### config.mk
export PLATFORM = sky130hd
export DESIGN_NAME = amb_mode_sel
export DESIGN_NICKNAME = d
export VERILOG_FILES = /design/src/hw/amb_pkg.sv /design/src/hw/amb_mode_sel.sv
export VERILOG_INCLUDE_DIRS = /design/src /design/src/hw
export SDC_FILE = /design/constraint.sdc
export NUM_CORES = 1
export LEC_CHECK = 0
export BUFFER_PORTS_ARGS = -buffer_cell sky130_fd_sc_hd__buf_2
export CAP_MARGIN = 20
export CORE_UTILIZATION = 55
export CTS_CLUSTER_SIZE = 28
export DETAILED_ROUTE_END_ITERATION = 8
export PLACE_DENSITY = 0.77
export SETUP_SLACK_MARGIN = 0.15
export SYNTH_ARGS = -nofsm -noshare
export SYNTH_HDL_FRONTEND = slang
export SYNTH_SLANG_ARGS = --single-unit
### constraint.sdc
create_clock -name clk_i -period 2.5 [get_ports clk_i]
set_clock_uncertainty 0.2 [all_clocks]
set_input_delay 0 -clock clk_i [delete_from_list [all_inputs] [get_ports clk_i]]
set_output_delay 0 -clock clk_i [all_outputs]
set_load 0.005 [all_outputs]
### src/hw/amb_cfg.svh
`ifndef AMB_CFG_SVH
`define AMB_CFG_SVH
// beep path gain, 0.3 V/V in tenths
`define AMB_BEEP_GAIN_TENTHS 4'h3
// valid beep needs this many rising edges
`define AMB_EDGE_MIN         4'h8
// loss timeout in sampling cycles (100 us at 200 MHz)
`define AMB_TIMEOUT_US       100
`define AMB_CLK_MHZ          200
`define AMB_TIMEOUT_CYC      (`AMB_TIMEOUT_US * `AMB_CLK_MHZ)
// volume code width
`define AMB_VOL_W            5
`endif

### src/hw/amb_pkg.sv
package amb_pkg;
  // beep detector states, one-hot
  typedef enum logic [2:0] {
    ST_IDLE  = 3'b001,
    ST_COUNT = 3'b010,
    ST_VALID = 3'b100
  } amb_det_t;
endpackage

### src/hw/amb_mode_sel.sv
// Functional notes
// - select low: followers on, bridged mode
// - select high: followers hi-z, single-ended
// - beep: inputs deselected, bridged from beep
// - beep gain fixed 0.3, volume ignored
// - beep end takes mode, volume from live pins
// - beep overrides shutdown, returns afterwards
// - force low: auto beep on valid signal
// - valid after at least 8 rising edges
// - auto beep ends when signal lost
// - force high: beep mode, overriding all but overtemperature
// - unconnected force reads low (pulldown); this module has no pull on the force pin
// - overtemperature above 150 C turns off
// - sleep request low mutes outputs
`timescale 1ns/1ps
`default_nettype none
`include "amb_cfg.svh"
module amb_mode_sel #(
  parameter int unsigned TIMEOUT_CYC = `AMB_TIMEOUT_CYC
) (
  input  wire logic                   clk_i,
  input  wire logic                   resetn_i,
  input  wire logic                   output_config_select_i,
  input  wire logic                   beep_force_select_i,
  input  wire logic                   sleep_request_n_i,
  input  wire logic                   beep_input_i,
  input  wire logic                   over_temp_i,
  input  wire logic [`AMB_VOL_W-1:0]  volume_i,
  output logic                        follower_en_o,
  output logic                        primary_en_o,
  output logic                        bridged_o,
  output logic                        line_sel_o,
  output logic                        headphone_sel_o,
  output logic                        beep_sel_o,
  output logic                        mute_o,
  output logic                        low_power_o,
  output logic [3:0]                  beep_gain_o,
  output logic [`AMB_VOL_W-1:0]       volume_o
);
  // two-stage synchronisers; only stage 2 is read
  logic [4:0] s1_r;
  logic [4:0] s2_r;
  always_ff @(posedge clk_i or negedge resetn_i) begin
    if (!resetn_i) begin
      s1_r <= 5'h0;
      s2_r <= 5'h0;
    end else begin
      s1_r <= {over_temp_i, beep_input_i, sleep_request_n_i,
               beep_force_select_i, output_config_select_i};
      s2_r <= s1_r;
    end
  end

  wire cfg_se   = s2_r[0];
  // force pin has no pull here, so a floating pin is not read low; reset value low
  wire force_hi = s2_r[1];
  wire awake    = s2_r[2];
  wire beep_lvl = s2_r[3];
  wire hot      = s2_r[4];

  // edge detect on the synchronised beep level
  logic beep_d_r;
  always_ff @(posedge clk_i or negedge resetn_i) begin
    if (!resetn_i) beep_d_r <= 1'b0;
    else beep_d_r <= beep_lvl;
  end
  wire rise = beep_lvl & ~beep_d_r;

  // detector: edge counter plus loss timer
  amb_pkg::amb_det_t st_r, st_nxt;
  logic [3:0]  edges_r, edges_nxt;
  logic [31:0] idle_r, idle_nxt;
  wire timed_out = (idle_r >= TIMEOUT_CYC - 1);

  always_comb begin
    st_nxt    = st_r;
    edges_nxt = edges_r;
    idle_nxt  = rise ? 32'h0 : idle_r + 32'h1;
    unique case (st_r)
      amb_pkg::ST_IDLE: begin
        idle_nxt = 32'h0;
        if (rise) begin
          edges_nxt = 4'h1;
          st_nxt    = amb_pkg::ST_COUNT;
        end
      end
      amb_pkg::ST_COUNT: begin
        if (!rise && timed_out) begin
          edges_nxt = 4'h0;
          st_nxt    = amb_pkg::ST_IDLE;
        end else if (rise) begin
          edges_nxt = edges_r + 4'h1;
          if (edges_r + 4'h1 >= `AMB_EDGE_MIN)
            st_nxt = amb_pkg::ST_VALID;
        end
      end
      amb_pkg::ST_VALID: begin
        if (!rise && timed_out) begin
          edges_nxt = 4'h0;
          st_nxt    = amb_pkg::ST_IDLE;
        end
      end
      default: begin
        st_nxt    = amb_pkg::ST_IDLE;
        edges_nxt = 4'h0;
      end
    endcase
  end

  always_ff @(posedge clk_i or negedge resetn_i) begin
    if (!resetn_i) begin
      st_r    <= amb_pkg::ST_IDLE;
      edges_r <= 4'h0;
      idle_r  <= 32'h0;
    end else begin
      st_r    <= st_nxt;
      edges_r <= edges_nxt;
      idle_r  <= idle_nxt;
    end
  end

  // beep mode: forced, or auto after valid detection
  wire beep_mode = force_hi | (st_r == amb_pkg::ST_VALID);

  // saved volume: frozen while in beep, live otherwise
  logic [`AMB_VOL_W-1:0] vol_r;
  always_ff @(posedge clk_i or negedge resetn_i) begin
    if (!resetn_i) vol_r <= '0;
    else if (!beep_mode) vol_r <= volume_i;
  end

  // mode is recomputed from live pins; beep only overlays it
  wire active   = ~hot & (beep_mode | awake);
  wire btl      = beep_mode | ~cfg_se;
  wire line_n   = active & ~beep_mode & ~cfg_se;
  wire hp_n     = active & ~beep_mode & cfg_se;

  // registered outputs
  always_ff @(posedge clk_i or negedge resetn_i) begin
    if (!resetn_i) begin
      follower_en_o   <= 1'b0;
      primary_en_o    <= 1'b0;
      bridged_o       <= 1'b0;
      line_sel_o      <= 1'b0;
      headphone_sel_o <= 1'b0;
      beep_sel_o      <= 1'b0;
      mute_o          <= 1'b1;
      low_power_o     <= 1'b1;
      beep_gain_o     <= 4'h0;
      volume_o        <= '0;
    end else begin
      follower_en_o   <= active & btl;
      primary_en_o    <= active;
      bridged_o       <= active & btl;
      line_sel_o      <= line_n;
      headphone_sel_o <= hp_n;
      beep_sel_o      <= active & beep_mode;
      mute_o          <= ~active;
      low_power_o     <= ~active;
      beep_gain_o     <= (active & beep_mode) ?
                         `AMB_BEEP_GAIN_TENTHS : 4'h0;
      volume_o        <= beep_mode ? vol_r : volume_i;
    end
  end

  // assertions
  // auto detection can hold beep while the pin rests low, so use beep_mode
  property p_btl_low;
    @(posedge clk_i) disable iff (!resetn_i)
      (!beep_mode && !cfg_se && awake && !hot)
        |=> (follower_en_o && bridged_o && line_sel_o);
  endproperty
  a_btl_low: assert property (p_btl_low) else $error("btl not selected");
  property p_se_high;
    @(posedge clk_i) disable iff (!resetn_i)
      (!beep_mode && cfg_se) |=> !follower_en_o;
  endproperty
  a_se_high: assert property (p_se_high) else $error("follower on in se");
  property p_beep_out;
    @(posedge clk_i) disable iff (!resetn_i)
      (beep_mode && !hot) |=> (beep_sel_o && bridged_o && !line_sel_o
                               && !headphone_sel_o);
  endproperty
  a_beep_out: assert property (p_beep_out) else $error("beep routing");
  property p_gain;
    @(posedge clk_i) disable iff (!resetn_i)
      beep_sel_o |-> beep_gain_o == 4'h3;
  endproperty
  a_gain: assert property (p_gain) else $error("beep gain wrong");
  property p_vol_hold;
    @(posedge clk_i) disable iff (!resetn_i)
      (beep_mode && $past(beep_mode)) |-> $stable(vol_r);
  endproperty
  a_vol_hold: assert property (p_vol_hold) else $error("volume lost");
  property p_sleep_beep;
    @(posedge clk_i) disable iff (!resetn_i)
      (!awake && !hot && beep_mode) |=> !mute_o;
  endproperty
  a_sleep_beep: assert property (p_sleep_beep) else $error("no wake");
  property p_valid;
    @(posedge clk_i) disable iff (!resetn_i)
      (st_r == amb_pkg::ST_COUNT && st_nxt == amb_pkg::ST_VALID)
        |-> edges_r == 4'h7;
  endproperty
  a_valid: assert property (p_valid) else $error("early valid");
  property p_force;
    @(posedge clk_i) disable iff (!resetn_i)
      (force_hi && !hot) [*2] |=> beep_sel_o;
  endproperty
  a_force: assert property (p_force) else $error("force ignored");
  // without force, beep needs a valid train first
  property p_auto_only;
    @(posedge clk_i) disable iff (!resetn_i)
      (!force_hi && st_r != amb_pkg::ST_VALID) |=> !beep_sel_o;
  endproperty
  a_auto_only: assert property (p_auto_only) else $error("early beep");
  property p_hot;
    @(posedge clk_i) disable iff (!resetn_i)
      hot |=> (mute_o && !primary_en_o);
  endproperty
  a_hot: assert property (p_hot) else $error("no thermal off");
  property p_sleep;
    @(posedge clk_i) disable iff (!resetn_i)
      (!awake && !beep_mode) |=> (mute_o && low_power_o);
  endproperty
  a_sleep: assert property (p_sleep) else $error("sleep ignored");
  property p_tmo;
    @(posedge clk_i) disable iff (!resetn_i)
      (st_r != amb_pkg::ST_IDLE && timed_out && !rise)
        |=> (st_r == amb_pkg::ST_IDLE && edges_r == 4'h0);
  endproperty
  a_tmo: assert property (p_tmo) else $error("timeout missed");
  c_auto: cover property (@(posedge clk_i) st_r == amb_pkg::ST_VALID);
  c_lost: cover property (@(posedge clk_i)
    st_r == amb_pkg::ST_VALID ##1 st_r == amb_pkg::ST_IDLE);
  c_wake: cover property (@(posedge clk_i) !awake && beep_sel_o);
endmodule
`default_nettype wire

==> key figures, run 1 <==
STA
  – Fin worst setup slack: 0.387 ns
  – Tmin final: 2.11 ns
  – Worst Tran Pin Value: 0.741 ns
  – Final Slew Violations: 0
  – Endpoints failing setup: 0
  – Max Fclk: 473 MHz
  – Slew HR: 0.505
  – RSZ-0062 raised after global routing: no
  – Fin crit share: 0.845
  – Final Hold Viols: 0
  – Setup TNS: 0 ns

Placement
  – Dpl cell area: 3010 um^2
  – Placer Congestion: 0.831
  – Final HPWL DP: 3380 um
  – Pre-CTS setup slack: 0.367 ns
  – Port Buffer Count: 26

Clocking
  – Post-CTS Setup Inserts: 0
  – Bufs on Longest Clock Path: 2
  – CTS root buf: clkbuf_8
  – CTS tree: done
  – H-tree depth: 3
  – Total CTS buffers: 9
  – Resized cells post-CTS: 0
  – Clock sink count: 61
  – Clk_lat worst skew: 0.34 ns
  – CTS clk-pin slew, worst paths: 0.07 ns

Global route
  – Total GRT Usage: 0.234
  – Largest net degree at the start of global routing: 62
  – Grt total ovfl: 0
  – Initial antenna violation count: 0
  – First-pass GRT wire length: 9340 um
  – Number of global-route vias before repair: 2,068

Logic synthesis
  – Post-synthesis average cell area: 10.5 um^2
  – Largest cells by area after synthesis: dfrtp_1 52%, xor2_1 6.2%, nor2_1 5.2%
  – Post-Synthesis Cell Area: 2810 um^2
  – Synthesized instance count: 269
  – Post-synth top area share: 0.525
  – Synth area leader: dfrtp_1
  – Yosys warns: 0
  – #FFs+latches synth: 61
  – Post-synth cell types: 41
  – Seq/Total Area, Yosys: 0.543

Critical path
  – Worst Path Arrival: 2.13 ns
  – R2R setup slack: 0.39 ns
  – Crit end category: register
  – Worst path max stage delay: 0.41 ns
  – Reg2Reg Depth: 5
  – Startpoint Class: register
  – Kind of critical path: reg -> reg
  – Worst-path cell chain: nor4_1 > nand4_1 > nor4_2 > nand3_1 > o41ai_1
  – Critical Path Fanout Max: 6
  – CP max stage cell: dfrtp_1
  – Reg2reg start: idle_r[30]$_DFF_PN0_
  – Critical path data required time: 2.52 ns
  – RR Endpoint: edges_r[0]$_DFFE_PN0P_

Cells and area
  – Final nets: 325
  – Finished Cell Area: 3300 um^2
  – Antenna diodes: 0
  – Proportion of layout cells with a drive suffix above 1: 0.193
  – FILL cells: 388
  – Area Overhead vs Synth: 17.1%
  – Area occupied by multi-input gates: 1210 um^2
  – Reg area: 1530 um^2

Outcome
  – Status: finished, final reports clean

Pwr
  – VDD IR-drop max: 0.000364 V
  – Static Leakage: 1.45 nW
  – Part of the power in the clock network: 0.382
  – Tot Pwr: 2.00 mW
  – Cell-internal power: 1.47 mW
  – Sequential share of power: 0.530
  – Net Sw Frac: 0.269
  – Power Dens Cells: 608 nW/um^2
  – Comb pwr share: 0.087
  – Net Switching: 0.538 mW

Floorplanning
  – Area of the core: 4820 um^2
  – Starting Density: 0.584
  – Die area: 5410 um^2
  – Row count: 25
  – Die span in y: 73.5 um
  – DIE WIDTH: 73.5 um
  – I/O pins: 29

Detailed routing
  – Vias: 2,121
  – Vias/cell: 5.54
  – DR DRC count: 0
  – Drt total wl: 5380 um
  – Number of iterations in the first detailed-routing pass: 4
  – DR iter-0 viols: 135
  – DRT antenna net count: 0
  – WL per Instance: 14.0 um

Run
  – Max_cap viols: 0

Min path
  – Hold WC Path Type: in -> async
-- layer usage --
layer / vias up / global-route usage / part of all wire
li1: 1024 / - / -
met1: 1033 / 0.294 / 0.44
met2: 51 / 0.372 / 0.49
met3: 13 / 0.0466 / 0.036
met4: 0 / 0.147 / 0.029
met5: - / 0 / 0
-- critical path: cells and delay by family, from the launching register on --
kind | cells | cell delay (ns)
flip-flops | 1 | 0.41
AO/OA/AOI/OAI | 1 | 0.38
AND/OR/NAND/NOR | 4 | 1.01
-- power groups by stage --
stage	registers, mW	logic [mW]	clock network, mW
floorplan	1.07	0.100	0
global placement	1.08	0.160	0
detailed placement	1.08	0.161	0
CTS	1.06	0.175	0.784
global route	1.07	0.197	0.824
finish	1.06	0.175	0.766
-- cells in the mapped netlist, drive strengths merged --
cell,n
a211o,1
a21o,2
a21oi,8
a22oi,1
a32oi,3
and2,2
and3,3
and4,4
and4b,1
buf,6
clkbuf,4
conb,1
dfrtp,59
dfstp,2
ha,2
inv,6
mux2,5
nand2,19
nand2b,4
nand3,17
nand3b,1
nand4,12
nor2,39
nor2b,3
nor3,3
nor3b,3
nor4,6
nor4b,1
o21ai,15
o31ai,2
o41ai,2
or3,5
xnor2,7
xor2,20
-- flip-flops by register name, indices dropped and copies added, names as in the netlist, 3 cells and up --
register  flops
edges_r       4
s1_r          5
vol_r         5
idle_r       32
s2_r          5
st_r          3
-- area by class of cell --
| class | count | share of cell area |
|---|---|---|
| clock buffer | 9 | 0.0376 |
| clock inverter | 7 | 0.0156 |
| inverter | 6 | 0.00683 |
| multi-input combinational | 193 | 0.367 |
| sequential | 61 | 0.464 |
| tap | 67 | 0.0254 |
| timing repair buffer | 40 | 0.0835 |
-- layout by cell type, fill, tap and decap left out, types with 5 or more instances in the layout --
master and n:
nand2_1 19, xnor2_1 7, nor2_1 39, buf_2 26, mux2_2 5, nand3_1 16
or3_1 5, o21ai_0 12, a21oi_1 8, dfrtp_1 59, inv_1 6, clkbuf_8 9
xor2_1 20, dlygate4sd3_1 11, nand4_1 11
-- kinds of logic (layout without fill, tap and decap cells) --
logic type                 count (synthesis)  after routing  share of synthesized area
muxes                                      5              5                     0.0200
AOI/OAI and AO/OA                         34             34                     0.0729
xor gates and xnor gates                  27             27                     0.0840
DFF                                       61             61                      0.543
buffers and inverters                     16             62                     0.0293
adders and majority gates                  2              2                    0.00889
other                                      1              2                    0.00133
and+or+nand+nor                          123            123                      0.240
-- how the worst max path moves through the flow --
stage / start / end / cells past startpoint
global route: idle_r[30]$_DFF_PN0_ / edges_r[0]$_DFFE_PN0P_ / 5
finish: idle_r[30]$_DFF_PN0_ / edges_r[0]$_DFFE_PN0P_ / 5
floorplan: st_r[0]$_DFFE_PN1P_ / vol_r[0]$_DFFE_PN0N_ / 4
global placement: idle_r[0]$_DFF_PN0_ / edges_r[0]$_DFFE_PN0P_ / 6
detailed placement: idle_r[30]$_DFF_PN0_ / edges_r[0]$_DFFE_PN0P_ / 5
CTS: idle_r[30]$_DFF_PN0_ / edges_r[0]$_DFFE_PN0P_ / 5
-- stage by stage --
stage,util,instances,hold WS (ns)
after global routing,0.684,383,0.0471
after global placement,0.625,356,-0.170
after detailed placement,0.625,356,-0.170
after CTS,0.684,383,0.00438
after floorplan,-,270,-0.496
final,0.684,383,0.00436
-- what timing repair did --
item | 4_1_cts | 5_1_grt
hold buffers | 11 | 0
setup endpoints to repair | 0 | 0
endpoints found under the hold margin | 71 | 0
Power figures use the tool's default switching activity.
==> run 2, diff against run 1 <==
CORE_UTILIZATION = 52   (was 55)
clock period = 1.8 ns   (was 2.5 ns; I/O delays follow)
==> run 2 against run 1 <==
The flow now finishes with violations (hold timing, setup timing). Flip-flop and latch count unchanged. Register-to-register slack worse by 0.57 ns. Power rose by 48%. Combinational power grew 70%. Cell count up 16%. Hold slack worse by 0.014 ns.
==> key figures, run 2 (synthesis gave the netlist of run 1 again) <==
STA
  – Max Fclk: 504 MHz (+6.6%)
  – Fin crit share: 1.10 (+0.257)
  – RSZ-0062 raised after global routing: yes
  – Hold_ws: -0.00936 ns (-0.0137 ns)
  – Endpoints failing setup: 22 (+22)
  – Slew HR: 0.488 (-0.0174)
  – Setup TNS: -1.67 ns (-1.67 ns)
  – Worst Tran Pin Value: 0.767 ns (+0.0261 ns)
  – Tmin final: 1.98 ns (-0.130 ns)
  – Final Hold Viols: 15 (+15)
  – Final Slew Violations: 0 (unchanged)
  – Fin worst setup slack: -0.183 ns (-0.570 ns)

Critical path
  – Reg2reg start: idle_r[0]$_DFF_PN0_
  – Startpoint Class: register
  – Worst setup startpoint: idle_r[0]$_DFF_PN0_
  – RR Endpoint: idle_r[18]$_DFF_PN0_
  – Critical Path Fanout Max: 4 (-2)
  – WP buf/inv: 3 (+3)
  – Worst path max stage delay: 0.37 ns (-0.04 ns)
  – Worst path top cell family by delay: simple AND/OR/NAND/NOR gates
  – CP max stage cell: dfrtp_1
  – Critical path data required time: 1.86 ns (-0.66 ns)
  – Kind of critical path: reg -> reg
  – R2R setup slack: -0.18 ns (-0.57 ns)
  – Crit path to: idle_r[18]$_DFF_PN0_
  – Levels on crit path: 9 (+4)
  – Crit end category: register
  – Reg2Reg Depth: 9 (+4)
  – Worst Path Arrival: 2.04 ns (-0.09 ns)
  – Worst-path cell chain: ha_2 > buf_6 > nand4_1 > buf_4 > nor3_4 > buf_6 > nand4_1 > xor2_1 > nor2_1

Floorplanning
  – Die span in y: 75.6 um (+2.8%)
  – Row count: 26 (+4.0%)
  – DIE WIDTH: 75.6 um (+2.8%)
  – Starting Density: 0.544 (-0.0401)
  – Die area: 5710 um^2 (+5.6%)
  – Area of the core: 5170 um^2 (+7.4%)
  – I/O pins: 29 (unchanged)

Cells and area
  – Max reg flops: 32 (unchanged)
  – Finished Cell Area: 4050 um^2 (+23%)
  – Proportion of layout cells with a drive suffix above 1: 0.410 (+0.217)
  – Commonest non-fill, non-tap cell in the layout: dfrtp_1
  – Area Overhead vs Synth: 43.9%
  – Non-filler cells, final: 443 (+16%)
  – Top reg by flops: idle_r
  – Final nets: 382 (+18%)
  – Antenna diodes: 0 (unchanged)
  – Commonest cells after routing, fill and taps aside: 56 x dfrtp_1, 44 x buf_4, 36 x nor2_1

Clocking
  – CTS root buf: clkbuf_8
  – Clk_lat worst skew: 0.34 ns (about the same)
  – Clock sink count: 61 (unchanged)
  – CTS clk-pin slew, worst paths: 0.07 ns (about the same)
  – CTS tree: done
  – Bufs on Longest Clock Path: 2 (unchanged)
  – Total CTS buffers: 9 (unchanged)
  – H-tree depth: 3 (unchanged)

Global route
  – Number of global-route vias before repair: 2,450 (+18%)
  – Largest net degree at the start of global routing: 33 (-47%)
  – Initial antenna violation count: 0 (unchanged)
  – First-pass GRT wire length: 11,200 um (+20%)
  – Total GRT Usage: 0.268 (+0.0343)
  – Grt total ovfl: 0 (unchanged)

Outcome
  – Status: finished with violations
  – Failing checks: hold timing, setup timing

Placement
  – Placed cell count: 392 (+10%)
  – Port Buffer Count: 26 (unchanged)
  – Final HPWL DP: 3900 um (+15%)
  – Pre-CTS setup slack: -0.226 ns (-0.593 ns)
  – Dpl cell area: 3310 um^2 (+10%)
  – Placer Congestion: 0.900 (+8.3%)

Pwr
  – VDD IR-drop max: 0.000602 V (+65%)
  – Tot Pwr: 2.96 mW (+48%)
  – Static Leakage: 1.87 nW (+29%)
  – Power Dens Cells: 730 nW/um^2 (+20%)

Detailed routing
  – WL per Instance: 16.3 um (+16%)
  – DR DRC count: 0 (unchanged)
  – Number of iterations in the first detailed-routing pass: 4 (unchanged)
  – Vias/cell: 5.46 (-1.5%)
  – DRT antenna net count: 0 (unchanged)
  – Drt total wl: 7230 um (+35%)
  – DR iter-0 viols: 147 (+8.9%)
  – Vias: 2,417 (+14%)

Run
  – Max_cap viols: 0 (unchanged)

Min path
  – Hold WC Path Type: in -> async
[run 2: how the worst min path moves through the flow]
stage | slack (ns) | start | end
4_1_cts | 0.009 | resetn_i | line_sel_o$_DFF_PN0_
5_1_grt | 0.08 | resetn_i | vol_r[2]$_DFFE_PN0N_
3_3_place_gp | -0.16 | resetn_i | vol_r[0]$_DFFE_PN0N_
2_1_floorplan | -0.50 | resetn_i | beep_d_r$_DFF_PN0_
3_5_place_dp | -0.16 | resetn_i | vol_r[0]$_DFFE_PN0N_
6_report | -0.009 | resetn_i | st_r[2]$_DFFE_PN0P_
[run 2: layout make-up]
class,count,area [um^2]
Fill cell,305,1120
Clock inverter,6,63.8
Tap cell,70,87.6
Multi-Input combinational cell,193,1440
Sequential cell,61,1530
Timing Repair Buffer,97,777
Inverter,6,22.5
Clock buffer,10,128
[run 2: repair_timing]
item | in CTS | in global routing
setup buffers | 15 | 9
hold buffers | 11 | 0
setup endpoints to repair | 35 | 37
resized for setup | 30 | 22
pin swaps | 18 | 22
endpoints found under the hold margin | 71 | 0
[run 2: metrics by stage]
stage / hold WS, ns / util
4_1_cts: 0.00943 / 0.750
2_1_floorplan: -0.496 / -
6_report: -0.00936 / 0.783
5_1_grt: 0.0754 / 0.783
3_3_place_gp: -0.164 / 0.640
3_5_place_dp: -0.163 / 0.640
[run 2: worst reg2reg max path: cells and delay by family, from the launching register on]
family,cells,cell delay (ns)
buffers and inverters,3,0.43
adder cells (fa/ha/maj),1,0.21
XOR/XNOR,1,0.17
flip-flops,1,0.37
AND/OR/NAND/NOR,4,0.53
[run 2: layer usage]
layer | global-route usage | share of wire | up-vias
met1 | 0.322 | 0.40 | 1188
li1 | - | - | 1141
met2 | 0.459 | 0.53 | 66
met4 | 0.154 | 0.029 | 0
met5 | 0 | 0 | -
met3 | 0.0437 | 0.034 | 22
[run 2: power breakdown]
group	switching (mW)	leakage, nW	internal (mW)
logic	0.161	0.985	0.137
clock network	0.545	0.0923	0.636
registers	0.0468	0.795	1.43
total	0.753	1.87	2.20
